==> src/shared/rpmc_pkg.sv <==
// Constants, offsets and types of the reset and power mode controller
package rpmc_pkg;

    // Clock and timing
    localparam int CLK_PERIOD_PS = 5000;
    localparam int RST_HOLD_NS = 100;
    localparam int RST_HOLD_CYC = (RST_HOLD_NS * 1000 + CLK_PERIOD_PS - 1) / CLK_PERIOD_PS;
    localparam int MCD_TIMEOUT_NS = 100000;
    localparam int MCD_TIMEOUT_CYC = (MCD_TIMEOUT_NS * 1000) / CLK_PERIOD_PS;
    localparam int WDT_DIV = 12;
    localparam logic [15:0] WDT_TICKS = 16'h00FF;
    localparam int TMO_W = 16;

    // Register byte offsets
    localparam logic [4:0] OFS_PWR = 5'h00;
    localparam logic [4:0] OFS_CAUSE = 5'h04;
    localparam logic [4:0] OFS_VMON = 5'h08;
    localparam logic [4:0] OFS_FSCALE = 5'h0C;
    localparam logic [4:0] OFS_FLASH = 5'h10;
    localparam logic [4:0] OFS_WDT = 5'h14;
    localparam logic [4:0] OFS_STATUS = 5'h18;

    // Field positions
    localparam int PWR_IDLE_BIT = 0;
    localparam int PWR_STOP_BIT = 1;
    localparam int CAUSE_PIN_BIT = 0;
    localparam int CAUSE_POR_BIT = 1;
    localparam int CAUSE_MCD_BIT = 2;
    localparam int CAUSE_WDT_BIT = 3;
    localparam int CAUSE_SW_BIT = 4;
    localparam int CAUSE_VMON_BIT = 5;
    localparam int CAUSE_FLERR_BIT = 6;
    localparam int SRC_VMON_BIT = 1;
    localparam int SRC_MCD_BIT = 2;
    localparam int VMON_EN_BIT = 7;
    localparam int VMON_SRC_BIT = 6;
    localparam int FSCALE_BYPASS_BIT = 6;
    localparam int FLASH_PROGRAM_STORE_WRITE_ENABLE_BIT = 0;
    localparam int FLASH_GO_BIT = 1;
    localparam int WDT_EN_BIT = 0;
    localparam int WDT_KICK_BIT = 1;

    // Values after reset
    localparam logic [7:0] CAUSE_POR_RST = 8'h02;
    localparam logic [7:0] PORT_LATCH_RST = 8'hFF;
    localparam logic [15:0] BOOT_ADDR_RST = 16'h0000;
    localparam logic [1:0] SYSCLK_INTOSC = 2'h0;
    localparam logic [4:0] HOLD_LAST = 5'(RST_HOLD_CYC - 1);

    typedef enum logic [1:0] {
        MODE_RUN = 2'b00,
        MODE_IDLE = 2'b01,
        MODE_STOP = 2'b10,
        MODE_RESET = 2'b11
    } rpmc_mode_e;

endpackage

==> src/shared/rpmc_tmo_if.sv <==
// Control and result signals of one timeout counter
`timescale 1ns/1ps
`default_nettype none
interface rpmc_tmo_if;
    logic run;
    logic clr;
    logic tick;
    logic [15:0] limit;
    logic expire;
    modport ctl (output run, output clr, output tick, output limit, input expire);
    modport cnt (input run, input clr, input tick, input limit, output expire);
endinterface
`default_nettype wire

==> src/core/rpmc_top.sv <==
// Reset and low-power mode controller with Avalon-MM register access
`timescale 1ns/1ps
`default_nettype none
module rpmc_top #(
    parameter int MCD_CYCLES = rpmc_pkg::MCD_TIMEOUT_CYC
) (
    input wire logic MCLK,
    input wire logic SYS_RST,
    input wire logic [4:0] AVS_ADDRESS,
    input wire logic AVS_READ,
    input wire logic AVS_WRITE,
    input wire logic [31:0] AVS_WRITEDATA,
    output logic [31:0] AVS_READDATA,
    output logic AVS_WAITREQUEST,
    input wire logic IRQ_PENDING,
    input wire logic VMON_LOW,
    input wire logic RST_PIN_I,
    output logic RST_PIN_O,
    output logic RST_PIN_OE,
    output logic RST_PIN_PULLUP,
    output logic CPU_RST,
    output logic CPU_HALT,
    output logic PERIPH_RST,
    output logic HFOSC_EN,
    output logic [1:0] SYSCLK_SEL,
    output logic [15:0] BOOT_ADDR,
    output logic [7:0] PORT_LATCH_INIT,
    output logic PORT_OPEN_DRAIN,
    output logic PORT_WEAK_PU,
    output logic VMON_EN,
    output logic FLASH_GO,
    output logic LOW_POWER_OK
);
    rpmc_pkg::rpmc_mode_e state;
    rpmc_pkg::rpmc_mode_e next_state;
    logic [4:0] hold;
    logic [4:0] next_hold;
    logic [1:0] pwr;
    logic [1:0] next_pwr;
    logic [7:0] cause;
    logic [7:0] next_cause;
    logic vmon_en;
    logic next_vmon_en;
    logic vmon_src;
    logic next_vmon_src;
    logic mcd_en;
    logic next_mcd_en;
    logic wdt_en;
    logic next_wdt_en;
    logic bypass;
    logic next_bypass;
    logic program_store_write_enable;
    logic next_program_store_write_enable;
    logic flash_go;
    logic next_flash_go;
    logic ack;
    logic next_ack;
    logic [31:0] rdata;
    logic [31:0] next_rdata;
    logic we;
    logic [31:0] wd;
    logic flash_req;
    logic flash_err;
    logic wdt_kick;
    logic [7:0] ev;
    logic div_tick;

    rpmc_tmo_if wdt_t ();
    rpmc_tmo_if mcd_t ();

    ////////////////////////////////////////////////////////////////////////
    // Watchdog clock: system clock divided by 12
    rpmc_div #(
        .DIV(rpmc_pkg::WDT_DIV)
    ) u_div (
        .clk(MCLK),
        .rst(SYS_RST),
        .tick(div_tick)
    );

    // Watchdog keeps counting through idle and stop, held in reset and while disabled
    assign wdt_t.run = wdt_en && (state != rpmc_pkg::MODE_RESET);
    assign wdt_t.clr = wdt_kick;
    assign wdt_t.tick = div_tick;
    assign wdt_t.limit = rpmc_pkg::WDT_TICKS;

    rpmc_tmo u_wdt (
        .clk(MCLK),
        .rst(SYS_RST),
        .t(wdt_t.cnt)
    );

    // Detector timer runs only while stopped; leaving stop rearms it
    assign mcd_t.run = mcd_en && (state == rpmc_pkg::MODE_STOP);
    assign mcd_t.clr = 1'b0;
    assign mcd_t.tick = 1'b1;
    assign mcd_t.limit = 16'(MCD_CYCLES);

    rpmc_tmo u_mcd (
        .clk(MCLK),
        .rst(SYS_RST),
        .t(mcd_t.cnt)
    );

    ////////////////////////////////////////////////////////////////////////
    // Bus decode: a write takes effect only on the edge where the wait ends
    assign we = AVS_WRITE && ack;
    assign wd = AVS_WRITEDATA;
    assign AVS_WAITREQUEST = (AVS_READ || AVS_WRITE) && !ack;
    assign AVS_READDATA = rdata;

    // Flash request and its guard on the supply monitor
    assign flash_req = we && (AVS_ADDRESS == rpmc_pkg::OFS_FLASH)
        && wd[rpmc_pkg::FLASH_GO_BIT] && program_store_write_enable;
    assign flash_err = flash_req && !(vmon_en && vmon_src);
    assign wdt_kick = we && (AVS_ADDRESS == rpmc_pkg::OFS_WDT) && wd[rpmc_pkg::WDT_KICK_BIT];

    // Internal reset events; the pin is ignored while we pull it low ourselves
    always_comb begin
        ev = 8'h00;
        ev[rpmc_pkg::CAUSE_PIN_BIT] = !RST_PIN_I && !RST_PIN_OE;
        ev[rpmc_pkg::CAUSE_MCD_BIT] = mcd_t.expire;
        ev[rpmc_pkg::CAUSE_WDT_BIT] = wdt_t.expire;
        ev[rpmc_pkg::CAUSE_SW_BIT] = we && (AVS_ADDRESS == rpmc_pkg::OFS_CAUSE)
            && wd[rpmc_pkg::CAUSE_SW_BIT];
        ev[rpmc_pkg::CAUSE_VMON_BIT] = VMON_LOW && vmon_en && vmon_src;
        ev[rpmc_pkg::CAUSE_FLERR_BIT] = flash_err;
    end

    ////////////////////////////////////////////////////////////////////////
    // Mode sequencer and register file, next values
    always_comb begin
        next_state = state;
        next_hold = hold;
        next_pwr = pwr;
        next_cause = cause;
        next_vmon_en = vmon_en;
        next_vmon_src = vmon_src;
        next_mcd_en = mcd_en;
        next_wdt_en = wdt_en;
        next_bypass = bypass;
        next_program_store_write_enable = program_store_write_enable;
        next_flash_go = 1'b0;

        // Register writes
        if (we) begin
            case (AVS_ADDRESS)
                rpmc_pkg::OFS_PWR: begin
                    next_pwr = wd[1:0];
                end
                rpmc_pkg::OFS_CAUSE: begin
                    // Whole-value writes expected; bit 1 keeps the monitor armed
                    next_vmon_src = wd[rpmc_pkg::SRC_VMON_BIT];
                    next_mcd_en = wd[rpmc_pkg::SRC_MCD_BIT];
                end
                rpmc_pkg::OFS_VMON: begin
                    next_vmon_en = wd[rpmc_pkg::VMON_EN_BIT];
                end
                rpmc_pkg::OFS_FSCALE: begin
                    next_bypass = wd[rpmc_pkg::FSCALE_BYPASS_BIT];
                end
                rpmc_pkg::OFS_FLASH: begin
                    next_program_store_write_enable = wd[rpmc_pkg::FLASH_PROGRAM_STORE_WRITE_ENABLE_BIT];
                    next_flash_go = flash_req && !flash_err;
                end
                rpmc_pkg::OFS_WDT: begin
                    next_wdt_en = wd[rpmc_pkg::WDT_EN_BIT];
                end
                default: begin
                    next_pwr = pwr;
                end
            endcase
        end

        // Mode transitions
        case (state)
            rpmc_pkg::MODE_RUN: begin
                // Enter a low-power mode only once the setting write is done
                if (we && (AVS_ADDRESS == rpmc_pkg::OFS_PWR)) begin
                    if (wd[rpmc_pkg::PWR_STOP_BIT]) begin
                        next_state = rpmc_pkg::MODE_STOP;
                    end else if (wd[rpmc_pkg::PWR_IDLE_BIT]) begin
                        next_state = rpmc_pkg::MODE_IDLE;
                    end
                end
            end
            rpmc_pkg::MODE_IDLE: begin
                // Wake on an enabled interrupt; CPU resumes after the setting write
                if (IRQ_PENDING) begin
                    next_state = rpmc_pkg::MODE_RUN;
                    next_pwr[rpmc_pkg::PWR_IDLE_BIT] = 1'b0;
                end
            end
            rpmc_pkg::MODE_STOP: begin
                // Interrupts are not looked at here
                next_state = rpmc_pkg::MODE_STOP;
            end
            rpmc_pkg::MODE_RESET: begin
                if (hold == rpmc_pkg::HOLD_LAST) begin
                    next_state = rpmc_pkg::MODE_RUN;
                    next_hold = 5'h00;
                end else begin
                    next_hold = hold + 5'h01;
                end
            end
            default: begin
                next_state = rpmc_pkg::MODE_RESET;
            end
        endcase

        // Any reset event restarts the reset sequence and loads defaults, keeping the monitor enable and source
        if (|ev) begin
            next_state = rpmc_pkg::MODE_RESET;
            next_hold = 5'h00;
            next_cause = ev;
            next_pwr = 2'b00;
            next_bypass = 1'b0;
            next_program_store_write_enable = 1'b0;
            next_mcd_en = 1'b0;
            next_wdt_en = 1'b1;
            next_flash_go = 1'b0;
        end
    end

    // Bus answer: one wait cycle, read data registered for the release edge
    always_comb begin
        next_ack = (AVS_READ || AVS_WRITE) && !ack;
        next_rdata = rdata;
        if (AVS_READ && !ack) begin
            case (AVS_ADDRESS)
                rpmc_pkg::OFS_PWR: next_rdata = {30'h0, pwr};
                rpmc_pkg::OFS_CAUSE: next_rdata = {24'h0, cause};
                rpmc_pkg::OFS_VMON: next_rdata = {24'h0, vmon_en, vmon_src, 6'h00};
                rpmc_pkg::OFS_FSCALE: next_rdata = {25'h0, bypass, 6'h00};
                rpmc_pkg::OFS_FLASH: next_rdata = {31'h0, program_store_write_enable};
                rpmc_pkg::OFS_WDT: next_rdata = {31'h0, wdt_en};
                rpmc_pkg::OFS_STATUS: next_rdata = {29'h0, mcd_en, state};
                default: next_rdata = 32'h0000_0000;
            endcase
        end
    end

    ////////////////////////////////////////////////////////////////////////
    // State registers; RAM lives outside and is never written here
    always_ff @(posedge MCLK or posedge SYS_RST) begin
        if (SYS_RST) begin
            state <= rpmc_pkg::MODE_RESET;
            hold <= 5'h00;
            pwr <= 2'b00;
            cause <= rpmc_pkg::CAUSE_POR_RST;
            vmon_en <= 1'b1;
            vmon_src <= 1'b1;
            mcd_en <= 1'b0;
            wdt_en <= 1'b1;
            bypass <= 1'b0;
            program_store_write_enable <= 1'b0;
            flash_go <= 1'b0;
            ack <= 1'b0;
            rdata <= 32'h0000_0000;
        end else begin
            state <= next_state;
            hold <= next_hold;
            pwr <= next_pwr;
            cause <= next_cause;
            vmon_en <= next_vmon_en;
            vmon_src <= next_vmon_src;
            mcd_en <= next_mcd_en;
            wdt_en <= next_wdt_en;
            bypass <= next_bypass;
            program_store_write_enable <= next_program_store_write_enable;
            flash_go <= next_flash_go;
            ack <= next_ack;
            rdata <= next_rdata;
        end
    end

    ////////////////////////////////////////////////////////////////////////
    // Core and peripheral control, all decoded from registered state
    assign CPU_RST = (state == rpmc_pkg::MODE_RESET);
    assign PERIPH_RST = (state == rpmc_pkg::MODE_RESET);
    // Halt freezes the core clock, so its registers and memory hold
    assign CPU_HALT = (state == rpmc_pkg::MODE_IDLE) || (state == rpmc_pkg::MODE_STOP);
    // Only the precision oscillator stops; the others are not ours
    assign HFOSC_EN = (state != rpmc_pkg::MODE_STOP);
    assign SYSCLK_SEL = rpmc_pkg::SYSCLK_INTOSC;
    assign BOOT_ADDR = rpmc_pkg::BOOT_ADDR_RST;
    assign PORT_LATCH_INIT = rpmc_pkg::PORT_LATCH_RST;
    assign PORT_OPEN_DRAIN = (state == rpmc_pkg::MODE_RESET);
    assign PORT_WEAK_PU = 1'b1;
    assign VMON_EN = vmon_en;
    assign FLASH_GO = flash_go;
    // Low power is reached only with the one-shot enabled
    assign LOW_POWER_OK = CPU_HALT && !bypass;

    // Reset pin: pulled low for monitor resets, floating during power-on
    assign RST_PIN_O = 1'b0;
    assign RST_PIN_OE = CPU_RST && cause[rpmc_pkg::CAUSE_VMON_BIT];
    assign RST_PIN_PULLUP = !(CPU_RST && cause[rpmc_pkg::CAUSE_POR_BIT]);
endmodule
`default_nettype wire

==> src/core/rpmc_div.sv <==
// Divider giving a one-cycle enable pulse every DIV clocks
`timescale 1ns/1ps
`default_nettype none
module rpmc_div #(
    parameter int DIV = 12
) (
    input wire logic clk,
    input wire logic rst,
    output logic tick
);
    logic [3:0] cnt;
    logic [3:0] next_cnt;
    logic next_tick;

    // Wrap at DIV-1 and pulse on the wrap
    always_comb begin
        next_tick = (cnt == 4'(DIV - 1));
        next_cnt = next_tick ? 4'h0 : cnt + 4'h1;
    end

    ////////////////////////////////////////////////////////////////////////
    // Registers
    always_ff @(posedge clk or posedge rst) begin
        if (rst) begin
            cnt <= 4'h0;
            tick <= 1'b0;
        end else begin
            cnt <= next_cnt;
            tick <= next_tick;
        end
    end
endmodule
`default_nettype wire

==> src/core/rpmc_tmo.sv <==
// Timeout counter: pulses expire after limit ticks of run
`timescale 1ns/1ps
`default_nettype none
module rpmc_tmo (
    input wire logic clk,
    input wire logic rst,
    rpmc_tmo_if.cnt t
);
    logic [15:0] cnt;
    logic [15:0] next_cnt;
    logic next_expire;
    logic expire_q;

    // Clear wins over counting, so a kick in the last tick saves the day
    always_comb begin
        next_cnt = cnt;
        next_expire = 1'b0;
        if (t.clr || !t.run) begin
            next_cnt = 16'h0000;
        end else if (t.tick) begin
            if (cnt == t.limit - 16'h0001) begin
                next_cnt = 16'h0000;
                next_expire = 1'b1;
            end else begin
                next_cnt = cnt + 16'h0001;
            end
        end
    end

    ////////////////////////////////////////////////////////////////////////
    // Registers
    always_ff @(posedge clk or posedge rst) begin
        if (rst) begin
            cnt <= 16'h0000;
            expire_q <= 1'b0;
        end else begin
            cnt <= next_cnt;
            expire_q <= next_expire;
        end
    end

    assign t.expire = expire_q;
endmodule
`default_nettype wire

==> config.mk <==
export PLATFORM = sky130hd
export DESIGN_NAME = rpmc_top
export DESIGN_NICKNAME = d
export VERILOG_FILES = /design/src/shared/rpmc_pkg.sv /design/src/shared/rpmc_tmo_if.sv /design/src/core/rpmc_top.sv /design/src/core/rpmc_div.sv /design/src/core/rpmc_tmo.sv
export SDC_FILE = /design/constraint.sdc
export NUM_CORES = 1
export LEC_CHECK = 0
export BUFFER_PORTS_ARGS = -buffer_cell sky130_fd_sc_hd__buf_4
export CORE_ASPECT_RATIO = 0.7
export CORE_MARGIN = 2
export CORE_UTILIZATION = 57
export DETAILED_ROUTE_END_ITERATION = 7
export PLACE_DENSITY = 0.82
export SLEW_MARGIN = 40
export SYNTH_ARGS = -nofsm -noshare
export SYNTH_HDL_FRONTEND = slang
export SYNTH_HIERARCHICAL = 1
export SYNTH_SLANG_ARGS = --single-unit
==> constraint.sdc <==
create_clock -name MCLK -period 3.1 [get_ports MCLK]
set_input_delay 0.31 -clock MCLK [delete_from_list [all_inputs] [get_ports MCLK]]
set_output_delay 0.31 -clock MCLK [all_outputs]
set_load 0.01 [all_outputs]
# [Word-level counts from Yosys, hierarchy flattened]
# Index checks and enable logic that the tools add are counted.
[classes] reduce_logical=52 eq_ne=19 muxes=42 add_sub_neg=4
[op_table] op="$mux 16" n=5
[op_table] op="$pmux 8 s7" n=1
[op_table] op="$add 16x1->16 const B" n=2
[op_table] op="$logic_and 1x1->1" n=22
[op_table] op="$mux 1" n=22
[op_table] op="$eq 5x5->1 const B" n=4
[op_table] op="$mux 2" n=9
[op_table] op="$eq 16x15->1 const B" n=1
[op_table] op="$eq 16x8->1 const B" n=1
[op_table] op="$reduce_bool 2->1" n=8
[op_table] op="$mux 5" n=3
[op_table] op="$reduce_and 2->1" n=7
[op_table] op="$eq 5x4->1 const B" n=2
[op_table] op="$logic_not 1->1" n=8
[op_table] op="$pmux 2 s4" n=1
[op_table] op="$ne 3x3->1 const B" n=2
[op_table] op="$reduce_or 6->1" n=1
[op_table] op="$add 5x1->5 const B" n=1
[op_table] op="$eq 5x3->1 const B" n=1
[op_table] op="$logic_not 5->1" n=1
[op_table] op="$add 4x1->4 const B" n=1
[op_table] op="$eq 2x2->1 const B" n=2
[op_table] op="$eq 4x4->1 const B" n=1
[op_table] op="$mux 4" n=1
[op_table] op="7 further kinds" n=10
[word_totals] elab_cells=137 in_bits=44 register_bits=95 out_inout_bits=71

# [Longest topological paths before layout]
# Gate-level depths: netlist of the first run.
[logic_depth] depth_word=10 depth_mapped=12 ltp_nobuf=10

# [Cells and area by module]
# The synthesis of the first run kept the hierarchy.
[modules_own_cells] module="rpmc_tmo" seq_area_each_um2=425.4 cells_per_inst=201 instances=2 area_per_inst_um2=1711.6
[modules_own_cells] module="rpmc_top" seq_area_each_um2=808.3 cells_per_inst=231 instances=1 area_per_inst_um2=2150.8
[modules_own_cells] module="rpmc_div" seq_area_each_um2=125.1 cells_per_inst=16 instances=1 area_per_inst_um2=209.0

# [Worst setup path after synthesis of the first run]
# Ideal clock, no wire load.
[synth_path] kind="register to register" from="reg state[0]" to="reg u_wdt.cnt[8]" t_arrival_ns=2.230 required_time_ns=2.965 period_less_slack_ns=2.365 path_buffers=2 path_slack_ns=0.735 path_stages_with_launch=11 setup_ns=0.135 path_cell_list="dfstp_2 -> ha_1 -> clkbuf_1 -> nor2b_1 -> nor2b_1 -> and2_1 -> buf_2 -> and3_1 -> nor3b_1 -> a221oi_1 -> o31ai_1"
[synth_between] elab_chain_cells=5 elab_cells_between_ends=6 classes_between="1 x eq/ne; 1 x mux; 4 x reduce/logical"
[synth_lines] element="start: declaration" line_no="rpmc_top.sv:34" text="rpmc_pkg::rpmc_mode_e state;"
[synth_lines] element="start signal: assignment" line_no="rpmc_top.sv:247" text="state <= rpmc_pkg::MODE_RESET;"
[synth_lines] element="start signal: assignment" line_no="rpmc_top.sv:261" text="state <= next_state;"
[synth_lines] element="$ne 2x2->1 (*)" line_no="rpmc_top.sv:82" text="assign wdt_t.run = wdt_en && (state != rpmc_pkg::MODE_RESET);"
[synth_lines] element="$logic_and 1x1->1 (*)" line_no="rpmc_top.sv:82"
[synth_lines] element="net wdt_t.run" line_no="rpmc_tmo_if.sv:5" text="logic run;"
[synth_lines] element="$logic_not 1->1 (*)" line_no="rpmc_tmo.sv:18" text="if (t.clr || !t.run) begin"
[synth_lines] element="$logic_or 1x1->1 (*)" line_no="rpmc_tmo.sv:18"
[synth_lines] element="$mux 16 / $reduce_bool 2->1 (equally long branches)"
[synth_lines] element="end signal: assignment" line_no="rpmc_tmo.sv:37" text="cnt <= next_cnt;"
[synth_lines] element="end: declaration" line_no="rpmc_tmo.sv:9" text="logic [15:0] cnt;"
# Mark *: on every way through the listed nets, which the timed path passes. The rest lies on a longest branch.
# A chain may end at the register's enable or synchronous reset.

# [Final worst setup path of the first run]
[layout_path] from="reg u_wdt.cnt[6]" to="reg u_wdt.cnt[15]"
[layout_between] elab_chain_cells=4 elab_cells_between_ends=5 classes_between="1 x add/sub; 1 x eq/ne; 3 x mux"
[layout_lines] element="$add 16x1->16 / $eq 16x8->1 (equally long branches)" line_no="rpmc_tmo.sv:25, rpmc_tmo.sv:21"
[layout_lines] element="$mux 16 (*)" line_no="rpmc_tmo.sv:21" text="if (cnt == t.limit - 16'h0001) begin"
[layout_lines] element="$mux 16 (*)" line_no="rpmc_tmo.sv:20" text="end else if (t.tick) begin"
[layout_lines] element="$mux 16 (*)" line_no="rpmc_tmo.sv:18"
# Every way passes the cells marked *; elsewhere a longest branch is shown, timed or not. The select of a mux whose other input is x is not followed.

==> qor.txt, run 1 <==
Met2 layer usage reported by global route - 45.1%
Vias post-DR - 5232
Ratio of cells with drive above 1 in the final layout - 13.4%
Placed cell areas - 6380 um^2
Tmin final - 2520 ps
HPWL Detailed - 10500 um
Post-route clock period utilization - 81.2%
Synth Instances - 649
H-tree lvl count - 3
Clk slew on worst S/H paths - 60 ps
Cell Rows - 30
Antenna Nets Post-Route - 0
DR vias/cell - 5.60
Area leader, netlist - dfrtp_1
CP arrival - 2720 ps
RSZ-0062 raised after global routing - no
Antenna violations before repair - 0
Design Area, Final - 6730 um^2
EDFF count, synth - 0
P_leak - 3.13 nW
Worst EP required - 3300 ps
RR Startpoint - u_wdt/cnt[6]
Slew Limit Fails - 0
Final Power - 2.94 mW
CTS Root Cell - clkbuf_16
HP Class - primary input to flop
Final Util - 68.6%
Most instantiated cells after synthesis - dfrtp_1 (65), buf_4 (55), nand2_1 (38)
Fillers - 752
Clk buf depth - 2
Mapped cell area - 5780 um^2
I/O pins - 115
Storage cell area - 1780 um^2
Yosys cell types - 73
Iter 0 DRT Violations - 470
Resized cells post-CTS - 0
Critical Path Start - u_wdt/cnt[6]
Largest net degree at the start of global routing - 33
Critical Path Source Type - flop
Critical path endpoint category - flop
Setup TNS Final - 0 ps
Max cap viols - 0
Area Growth Syn to Fin - 16.3%
Initial Util - 59.0%
Ys async rst share - 100%
Clock sinks - 71
Relative slew slack - 19.2%
Final Wtd Congestion - 0.929
Overall routing resource usage - 26.1%
Synthesis Warnings - 6
Core area - 9800 um^2
Worst-margin pin slew - 1210 ps
Met3 usage - 5.56%
Grt total ovfl - 0
First-pass GRT wire length - 23400 um
Area of the multi-input gates - 4000 um^2
Most common cell in the netlist - dfrtp_1
Worst slack, placed - 370 ps
N_diodes - 0
CTS hold repair buffers - 1
CTS tree - yes
Sequential fraction of the synthesis area - 30.9%
Final clock skew - 4.70 ps
Reg2reg path depth - 6
Post-CTS Repair Setup Buffers - 0
Syn_area_per_cell - 8.91 um^2
Status - finished, final reports clean
Synth Register Bits - 71
Drt wl/cell - 15.1 um
PortBufs - 36
Main synth FF type - dfrtp_1
First drt pass iteration count - 5
Slack of the critical path - 582 ps
R2R Setup Slk - 580 ps
Nets - 857
Post-Route WL - 14100 um
Number of global-route vias before repair - 5001
Endpoints failing setup - 0
Met1 usage - 33.7%
Die extent in x - 124 um
Top cells by area, synth - dfrtp_1 (28%), buf_4 (7.1%), xnor2_1 (4.8%)
Residual DRC - 0
Crit Path Max Fanout - 11
Total die area - 11000 um^2
Pwr per Cell Area - 438 nW/um^2
Post-synth top area share - 28.1%
Peak Freq - 397 MHz
Reg2reg end - u_wdt/cnt[15]
Worst Setup EP - u_wdt/cnt[15]
Peak VDD IR - 442 uV
Worst skew pair latency - 330 ps
DIE HEIGHT - 88.3 um
Crit Path Category - flop to flop
Inserted Clock Buffers - 9
Final Hold Fails - 0
GRT busiest layer - met2
==> registers in the layout (all words and copies together) (netlist names) <==
name	flops
u_wdt/t.expire	1
mcd_en	1
program_store_write_enable	1
pwr	2
cause	7
ack	1
u_mcd/cnt	16
state	2
wdt_en	1
u_div/tick	1
u_div/cnt	4
u_mcd/t.expire	1
vmon_src	1
bypass	1
u_wdt/cnt	16
AVS_READDATA	8
hold	5
VMON_EN	1
FLASH_GO	1
==> logic make-up (layout without fill, tap and decap cells) <==
kind of cell,Yosys count,in the layout,synth area share [%]
muxes,17,17,3.14
adders and majority gates,11,11,2.38
buffers and inverters,107,89,11.3
and+or+nand+nor,261,261,27.7
xor gates and xnor gates,45,45,6.82
DFF,71,71,30.9
AOI/OAI and AO/OA,135,135,17.6
other,2,178,0.130
==> final cells by class <==
| cell class | count | share of cell area [%] |
|---|---|---|
| multi-input cells | 647 | 59.5 |
| flip-flops and latches | 71 | 26.5 |
| repair buffers | 45 | 5.06 |
| clock buffers | 10 | 3.55 |
| well taps | 128 | 2.38 |
| inverters | 28 | 1.56 |
| clock inverters | 6 | 1.38 |
==> per-layer routing <==
layer  wire length [um]  vias to the layer above
li1                   -                     2469
met1               6040                     2483
met2               6730                      247
met3               1050                       33
met4                291                        0
met5                  0                        -
==> cells in the final DEF (no fill, tap or decap), drive strengths merged, types with 8 or more instances in the layout <==
| master | count |
|---|---|
| xor2 | 13 |
| or4 | 9 |
| clkbuf | 10 |
| conb | 178 |
| dfrtp | 65 |
| mux2i | 11 |
| nor3 | 23 |
| and3 | 27 |
| o31ai | 16 |
| ha | 11 |
| a21oi | 16 |
| o21ai | 38 |
| nor3b | 25 |
| nand2b | 10 |
| and2 | 10 |
| a221oi | 19 |
| xnor2 | 32 |
| nor4 | 10 |
| nand3 | 28 |
| nand4b | 8 |
| inv | 29 |
| buf | 44 |
| nor2 | 31 |
| nand2 | 38 |
| nor2b | 17 |
==> power by group <==
group          internal, mW  switching, mW  leakage [nW]
Clock                 0.730          0.410         0.155
Sequential            0.983         0.0581         0.958
Combinational         0.298          0.464          2.02
==> stage by stage <==
step	std cells	hold WS [ps]
floorplan	825	88.5
global placement	918	249
detailed placement	918	255
CTS	935	162
global route	935	162
finish	935	168
==> critical path, stage by stage, from the launching register on <==
cell and delay [ps]:
dfrtp_1 500, xnor2_1 190, xnor2_1 130, nor4_1 320
nand4b_1 600, nor3b_1 530, nor3_1 110
==> how the worst min path moves through the flow <==
stage / startpoint / cells past startpoint / slack (ps) / endpoint
floorplan: SYS_RST / 1 / 90 / u_div/cnt[0]
global placement: SYS_RST / 2 / 250 / u_div/tick
detailed placement: SYS_RST / 2 / 260 / u_div/tick
CTS: IRQ_PENDING / 2 / 160 / pwr[0]
global route: IRQ_PENDING / 2 / 160 / pwr[0]
finish: IRQ_PENDING / 2 / 170 / pwr[0]
(Power assumes the default switching activity.)
==> run 2, diff against run 1 <==
- ABC_AREA: not set -> 1
- clock period: 3.1 -> 2.35 ns (I/O delays scaled with it)
==> run 2 against run 1 <==
Compared with the run above:
- final area up 2.7%
- fmax grew 25%
- clock power up 9.6%
- critical path type unchanged
- register-to-register slack lost 240 ps
- clock-buffer cell count stayed put
- sequential cell count did not move
- largest power group is now registers
- the flow now finishes with violations (slew limit)
- combinational power is 20% higher
==> qor.txt, run 2 <==
Most common cell in the netlist - nand2_1 (was dfrtp_1)
Iter 0 DRT Violations - 249 (was 470)
CP arrival - 2280 ps (was 2720 ps)
Area of the multi-input gates - 3890 um^2 (was 4000 um^2)
Area leader, netlist - dfrtp_1 (unchanged)
Grt total ovfl - 0 (unchanged)
Critical path endpoint category - flop (unchanged)
Initial Util - 58.4% (was 59.0%)
Synth Instances - 918 (was 649)
Main synth FF type - dfrtp_1 (unchanged)
Slew Limit Fails - 17 (was 0)
Synthesis Warnings - 6 (unchanged)
Final clock skew - 6.87 ps (was 4.70 ps)
Overall routing resource usage - 22.5% (was 26.1%)
Post-synthesis compound-gate area fraction - 3.19% (was 17.6%)
Top cells by area, synth - dfrtp_1 (27%), nand2_1 (19%), nand3_1 (7.9%) (was dfrtp_1 (28%), buf_4 (7.1%), xnor2_1 (4.8%))
Vias post-DR - 5404 (was 5232)
DR top layer - met4 (unchanged)
CTS tree - yes (unchanged)
Met3 WL post-DR - 713 um (was 1050 um)
Sequential fraction of the synthesis area - 29.5% (was 30.9%)
Area Growth Syn to Fin - 14.1% (was 16.3%)
RSZ-0062 raised after global routing - no (unchanged)
Fillers - 911 (was 752)
Ys async rst share - 100% (unchanged)
Tmin final - 2010 ps (was 2520 ps)
HPWL Detailed - 9600 um (was 10500 um)
Largest net degree at the start of global routing - 33 (unchanged)
Total die area - 11500 um^2 (was 11000 um^2)
Crit Path Max Fanout - 10 (was 11)
Final Wtd Congestion - 0.825 (was 0.929)
Met1 Wirelength - 6160 um (was 6040 um)
N_diodes - 0 (unchanged)
Drt wl/cell - 10.2 um (was 15.1 um)
I/O pins - 115 (unchanged)
Cell Rows - 31 (was 30)
Non-Filler Instances - 1199 (was 935)
Post-synth top area share - 26.9% (was 28.1%)
PortBufs - 36 (unchanged)
HP Class - primary input to flop (unchanged)
Nets - 1117 (was 857)
Leading cell type in the layout, fill and taps excluded - nand2_1 (was conb_1)
H-tree lvl count - 3 (unchanged)
CP Cell Sequence - ha_1 > inv_1 > a31oi_1 > nor2_1 > nand2_1 > nand2_1 > nand2_1 > nand2_1 (was xnor2_1 > xnor2_1 > nor4_1 > nand4b_1 > nor3b_1 > nor3_1)
CTS Root Cell - clkbuf_16 (unchanged)
Synth Area in XOR/XNOR - 6.80% (was 6.82%)
Setup TNS Final - 0 ps (unchanged)
Crit Path Category - flop to flop (unchanged)
Antenna Nets Post-Route - 0 (unchanged)
Clock sinks - 71 (unchanged)
DIE HEIGHT - 90.2 um (was 88.3 um)
Max cap viols - 0 (unchanged)
Yosys cell types - 37 (was 73)
Largest family of logic cells by synthesized area - simple AND/OR/NAND/NOR gates (unchanged)
P_leak - 4.12 nW (was 3.13 nW)
Critical Path Source Type - flop (unchanged)
Peak VDD IR - 386 uV (was 442 uV)
CP max stage delay - 560 ps (was 600 ps)
Core area - 10400 um^2 (was 9800 um^2)
Ratio of cells with drive above 1 in the final layout - 10.6% (was 13.4%)
Worst-margin pin slew - 1650 ps (was 1210 ps)
Relative slew slack - -10.9% (was 19.2%)
Final Hold Fails - 0 (unchanged)
Antenna violations before repair - 0 (unchanged)
Post-route clock period utilization - 85.4% (was 81.2%)
Resized cells post-CTS - 0 (unchanged)
Post-synthesis mux area share - 0% (was 3.14%)
Synth Register Bits - 71 (unchanged)
First-pass GRT wire length - 21200 um (was 23400 um)
Worst EP required - 2620 ps (was 3300 ps)
Number of global-route vias before repair - 4796 (was 5001)
Die extent in x - 127 um (was 124 um)
EDFF count, synth - 0 (unchanged)
Inst Count DP - 1182 (was 918)
Endpoints failing setup - 0 (unchanged)
Post-Route WL - 12200 um (was 14100 um)
Storage cell area - 1780 um^2 (unchanged)
Clk slew on worst S/H paths - 60 ps (about the same)
Commonest cells after routing, fill and taps aside - nand2_1 (299), conb_1 (163), inv_1 (119), nand3_1 (95), nor2_1 (85) (was conb_1 (178), dfrtp_1 (65), buf_4 (44), nand2_1 (38), xnor2_1 (32))
First drt pass iteration count - 5 (unchanged)
Most used cell, CP - nand2_1 (was xnor2_1)
Clk buf depth - 2 (unchanged)
Failing checks - slew limit
Residual DRC - 0 (unchanged)
Pwr per Cell Area - 510 nW/um^2 (was 438 nW/um^2)
Most instantiated cells after synthesis - nand2_1 (299), inv_1 (119), nand3_1 (95) (was dfrtp_1 (65), buf_4 (55), nand2_1 (38))
Status - finished with violations (was finished, final reports clean)
Adder-Cell Fraction of Synth Area - 2.28% (was 2.38%)
DR vias/cell - 4.51 (was 5.60)
Synth Area in Simple Gates - 41.9% (was 27.7%)
Critical-path top delay cell - dfstp_2 (was nand4b_1)
Met2 WL - 5240 um (was 6730 um)
Peak Freq - 498 MHz (was 397 MHz)
Inserted Clock Buffers - 9 (unchanged)
Syn_area_per_cell - 6.59 um^2 (was 8.91 um^2)
Worst skew pair latency - 340 ps (was 330 ps)
Mapped cell area - 6050 um^2 (was 5780 um^2)
[run 2: changes by cell type after synthesis, sizes merged, moves of 23 or more]
cell   previous run  this run
xor2             13        36
nand3            28        97
nor2             31       105
and3             27         0
inv              28       126
nand2            38       314
nor3b            25         0
[run 2: logic make-up after synthesis]
| logic type | count (synthesis) |
|---|---|
| adders and majority gates | 11 |
| xor gates and xnor gates | 47 |
| other | 2 |
| buffers and inverters | 197 |
| and+or+nand+nor | 555 |
| AOI/OAI and AO/OA | 35 |
| DFF | 71 |
[run 2: through the flow]
stage | hold slack [ps] | cell area [um^2] | utilization [%] | total power, mW | worst slack [ps]
final | 87.5 | 6910 | 66.7 | 3.52 | 343
after global routing | 97.8 | 6910 | 66.7 | 3.73 | 157
after CTS | 88.9 | 6910 | 66.7 | 3.52 | 357
after detailed placement | 192 | 6620 | 63.9 | 2.27 | 376
after global placement | 191 | 6620 | 63.9 | 2.25 | 450
after floorplan | 13.5 | 6650 | - | 2.07 | 597
[run 2: final cells by class]
class                      instances  area share, %
tap                              132           2.39
multi-input combinational        811           56.4
inverter                         128           6.96
clock buffer                      10           3.32
sequential                        71           25.8
clock inverter                     6          0.652
timing repair buffer              41           4.49
[run 2: per-layer routing]
layer / global-route usage, % / vias up
li1: - / 2912
met1: 32.4 / 2361
met2: 34.9 / 122
met3: 4.23 / 9
met4: 5.68 / 0
met5: 0 / -
[run 2: path summary, 6_finish.rpt]
kind | start | cells after the start | endpoint | slack (ps)
max in group asynchronous | SYS_RST | 3 | u_mcd/cnt[0] | 1290
hold / removal | RST_PIN_I | 2 | cause[0] | 90
min in group asynchronous | SYS_RST | 3 | u_div/cnt[2] | 390
hold reg to reg | u_mcd/t.expire | 2 | cause[2] | 460
setup reg to reg | state[0] | 8 | state[1] | 340
setup / recovery | state[0] | 8 | state[1] | 340
[run 2: repair_timing]
action | in CTS | in global routing
hold buffers | 1 | 0
buffers inserted | 0 | 0
hold endpoints to repair | 5 | 0
[run 2: where the power goes]
part / switching (mW) / total, mW / internal, mW
logic: 0.591 / 0.917 / 0.326
registers: 0.0564 / 1.35 / 1.30
clock network: 0.534 / 1.25 / 0.719
total: 1.18 / 3.52 / 2.34
[run 2: worst max-delay path: cells and delay by family, from the launching register on]
| family | cells | cell delay (ps) |
|---|---|---|
| compound gates | 1 | 380 |
| flops | 1 | 560 |
| buf+inv | 1 | 210 |
| fa+ha+maj | 1 | 390 |
| simple gates | 5 | 400 |
==> run 3, diff against run 2 <==
- REMOVE_ABC_BUFFERS: not set -> 1
==> run 3 against run 2 <==
Compared with the run above:
- the flow still finishes with violations (slew limit)
- sequential share of layout area decreased by 0.43 points
- global-route usage rose by 0.80 points
- power rose by 14%
- combinational power up 3.2%
- via count is 2.6% higher
- critical path depth grew 1
- routed wire length rose by 2.5%
- final cell count is 0.17% higher
- fmax up 4.1%
- register-to-register slack gained 80 ps
- clock power increased by 36%
- critical path type unchanged
==> qor.txt, run 3 (synthesized netlist as in run 2, its figures left out) <==
Cell Rows - 31 (unchanged)
Leading cell type in the layout, fill and taps excluded - nand2_1 (unchanged)
I/O pins - 115 (unchanged)
Clock sinks - 71 (unchanged)
DR vias/cell - 4.62 (was 4.51)
Worst skew pair latency - 330 ps (was 340 ps)
Inst Count DP - 1184 (was 1182)
Grt total ovfl - 0 (unchanged)
HP Class - primary input to flop (unchanged)
HPWL Detailed - 9890 um (was 9600 um)
Max cap viols - 0 (unchanged)
R2R Setup Slk - 420 ps (was 340 ps)
Residual DRC - 0 (unchanged)
Peak Freq - 519 MHz (was 498 MHz)
RSZ-0062 raised after global routing - no (unchanged)
Peak VDD IR - 404 uV (was 386 uV)
Inserted Clock Buffers - 9 (unchanged)
Overall routing resource usage - 23.3% (was 22.5%)
Worst EP required - 2610 ps (was 2620 ps)
First drt pass iteration count - 5 (unchanged)
Commonest cells after routing, fill and taps aside - nand2_1 (299), conb_1 (163), inv_1 (119), nand3_1 (95), nor2_1 (85) (unchanged)
Tmin final - 1930 ps (was 2010 ps)
Critical Path Start - state[1] (was state[0])
Antenna Nets Post-Route - 0 (unchanged)
Min Hold Slack - 115 ps (was 87.5 ps)
Final Wtd Congestion - 0.892 (was 0.825)
Crit Path Category - flop to flop (unchanged)
Clk buf depth - 2 (unchanged)
Drt wl/cell - 10.4 um (was 10.2 um)
H-tree lvl count - 3 (unchanged)
CTS tree - yes (unchanged)
P_leak - 4.19 nW (was 4.12 nW)
CTS Root Cell - clkbuf_16 (unchanged)
Antenna violations before repair - 0 (unchanged)
Status - finished with violations (unchanged)
Hold_sp - AVS_WRITEDATA[7] (was RST_PIN_I)
Clk slew on worst S/H paths - 60 ps (about the same)
Largest net degree at the start of global routing - 33 (unchanged)
Non-Filler Instances - 1201 (was 1199)
Final clock skew - 8.39 ps (was 6.87 ps)
Post-route clock period utilization - 82.0% (was 85.4%)
Total die area - 11500 um^2 (unchanged)
Critical path endpoint category - flop (unchanged)
RR Startpoint - state[1] (was state[0])
Nets - 1119 (was 1117)
Worst-margin pin slew - 1730 ps (was 1650 ps)
Number of global-route vias before repair - 4910 (was 4796)
Die extent in x - 127 um (unchanged)
Post-CTS Repair Setup Buffers - 0 (unchanged)
Vias post-DR - 5545 (was 5404)
Worst slack, placed - 460 ps (was 376 ps)
Relative slew slack - -16.2% (was -10.9%)
Critical Path Source Type - flop (unchanged)
Iter 0 DRT Violations - 348 (was 249)
CP arrival - 2190 ps (was 2280 ps)
Final Hold Fails - 0 (unchanged)
Crit Path Max Fanout - 15 (was 10)
Failing checks - slew limit (unchanged)
Setup TNS Final - 0 ps (unchanged)
Initial Util - 58.4% (unchanged)
Pwr per Cell Area - 570 nW/um^2 (was 510 nW/um^2)
PortBufs - 36 (unchanged)
First-pass GRT wire length - 22100 um (was 21200 um)
Ratio of cells with drive above 1 in the final layout - 10.9% (was 10.6%)
DIE HEIGHT - 90.2 um (unchanged)
Final Util - 67.8% (was 66.7%)
Core area - 10400 um^2 (unchanged)
Slew Limit Fails - 17 (unchanged)
Fillers - 947 (was 911)
Post-Route WL - 12500 um (was 12200 um)
Endpoints failing setup - 0 (unchanged)
Slack of the critical path - 422 ps (was 343 ps)
Area Growth Syn to Fin - 16.1% (was 14.1%)
N_diodes - 0 (unchanged)
==> run 3: cell count changes in the layout (fill, tap and decap cells not counted) <==
| cell | delta |
|---|---|
| buf_4 | +2 |
| clkinvlp_4 | -3 |
| bufinv_16 | +4 |
| clkbuf_1 | -1 |
| clkinv_2 | -1 |
| clkbuf_8 | +1 |
==> run 3: worst paths after layout <==
kind                                      end  cells past startpoint
worst min-delay path                  VMON_EN                      3
worst max register to register  u_mcd/cnt[12]                      9
max in group asynchronous        u_wdt/cnt[7]                      3
min in group asynchronous        u_div/cnt[0]                      3
worst min register to register       cause[3]                      2
worst max-delay path            u_mcd/cnt[12]                      9
==> run 3: area by class of cell <==
class	count	area [um^2]	area share (%)
well taps	132	165	2.35
inverters	128	480	6.84
repair buffers	43	325	4.63
clock buffers	10	239	3.40
multi-input cells	811	3890	55.4
clock inverters	6	138	1.96
flip-flops and latches	71	1780	25.4
==> run 3: timing repair <==
item / 4_1_cts / 5_1_grt
resized for setup: 0 / 0
hold buffers: 1 / 0
hold endpoints to repair: 5 / 0
==> run 3: report_power, final <==
group / switching [mW] / internal [mW]
combinational: 0.606 / 0.339
clock: 0.524 / 1.18
sequential: 0.0579 / 1.30
total: 1.19 / 2.82
==> run 3: routing by layer <==
metal,global-route usage (%),routed length [um],vias to the layer above
li1,-,-,2919
met1,34.4,6380,2469
met2,35.5,5390,142
met3,4.35,669,15
met4,5.04,97,0
met5,0,0,-
==> run 3: stage by stage <==
stage	area, um^2	power [mW]
6_report	7020	4.00
5_1_grt	7020	4.22
4_1_cts	7020	4.02
3_5_place_dp	6640	2.29
3_3_place_gp	6640	2.27
2_1_floorplan	6160	1.97
==> run 3: critical path, cell delays in order (launching register included) <==
cell and delay [ps]:
dfstp_2 560, ha_1 250, nand2_1 100, inv_1 60
inv_1 50, nor2_1 140, nand2_1 90, inv_1 370
nand3_1 140, nand2_1 100
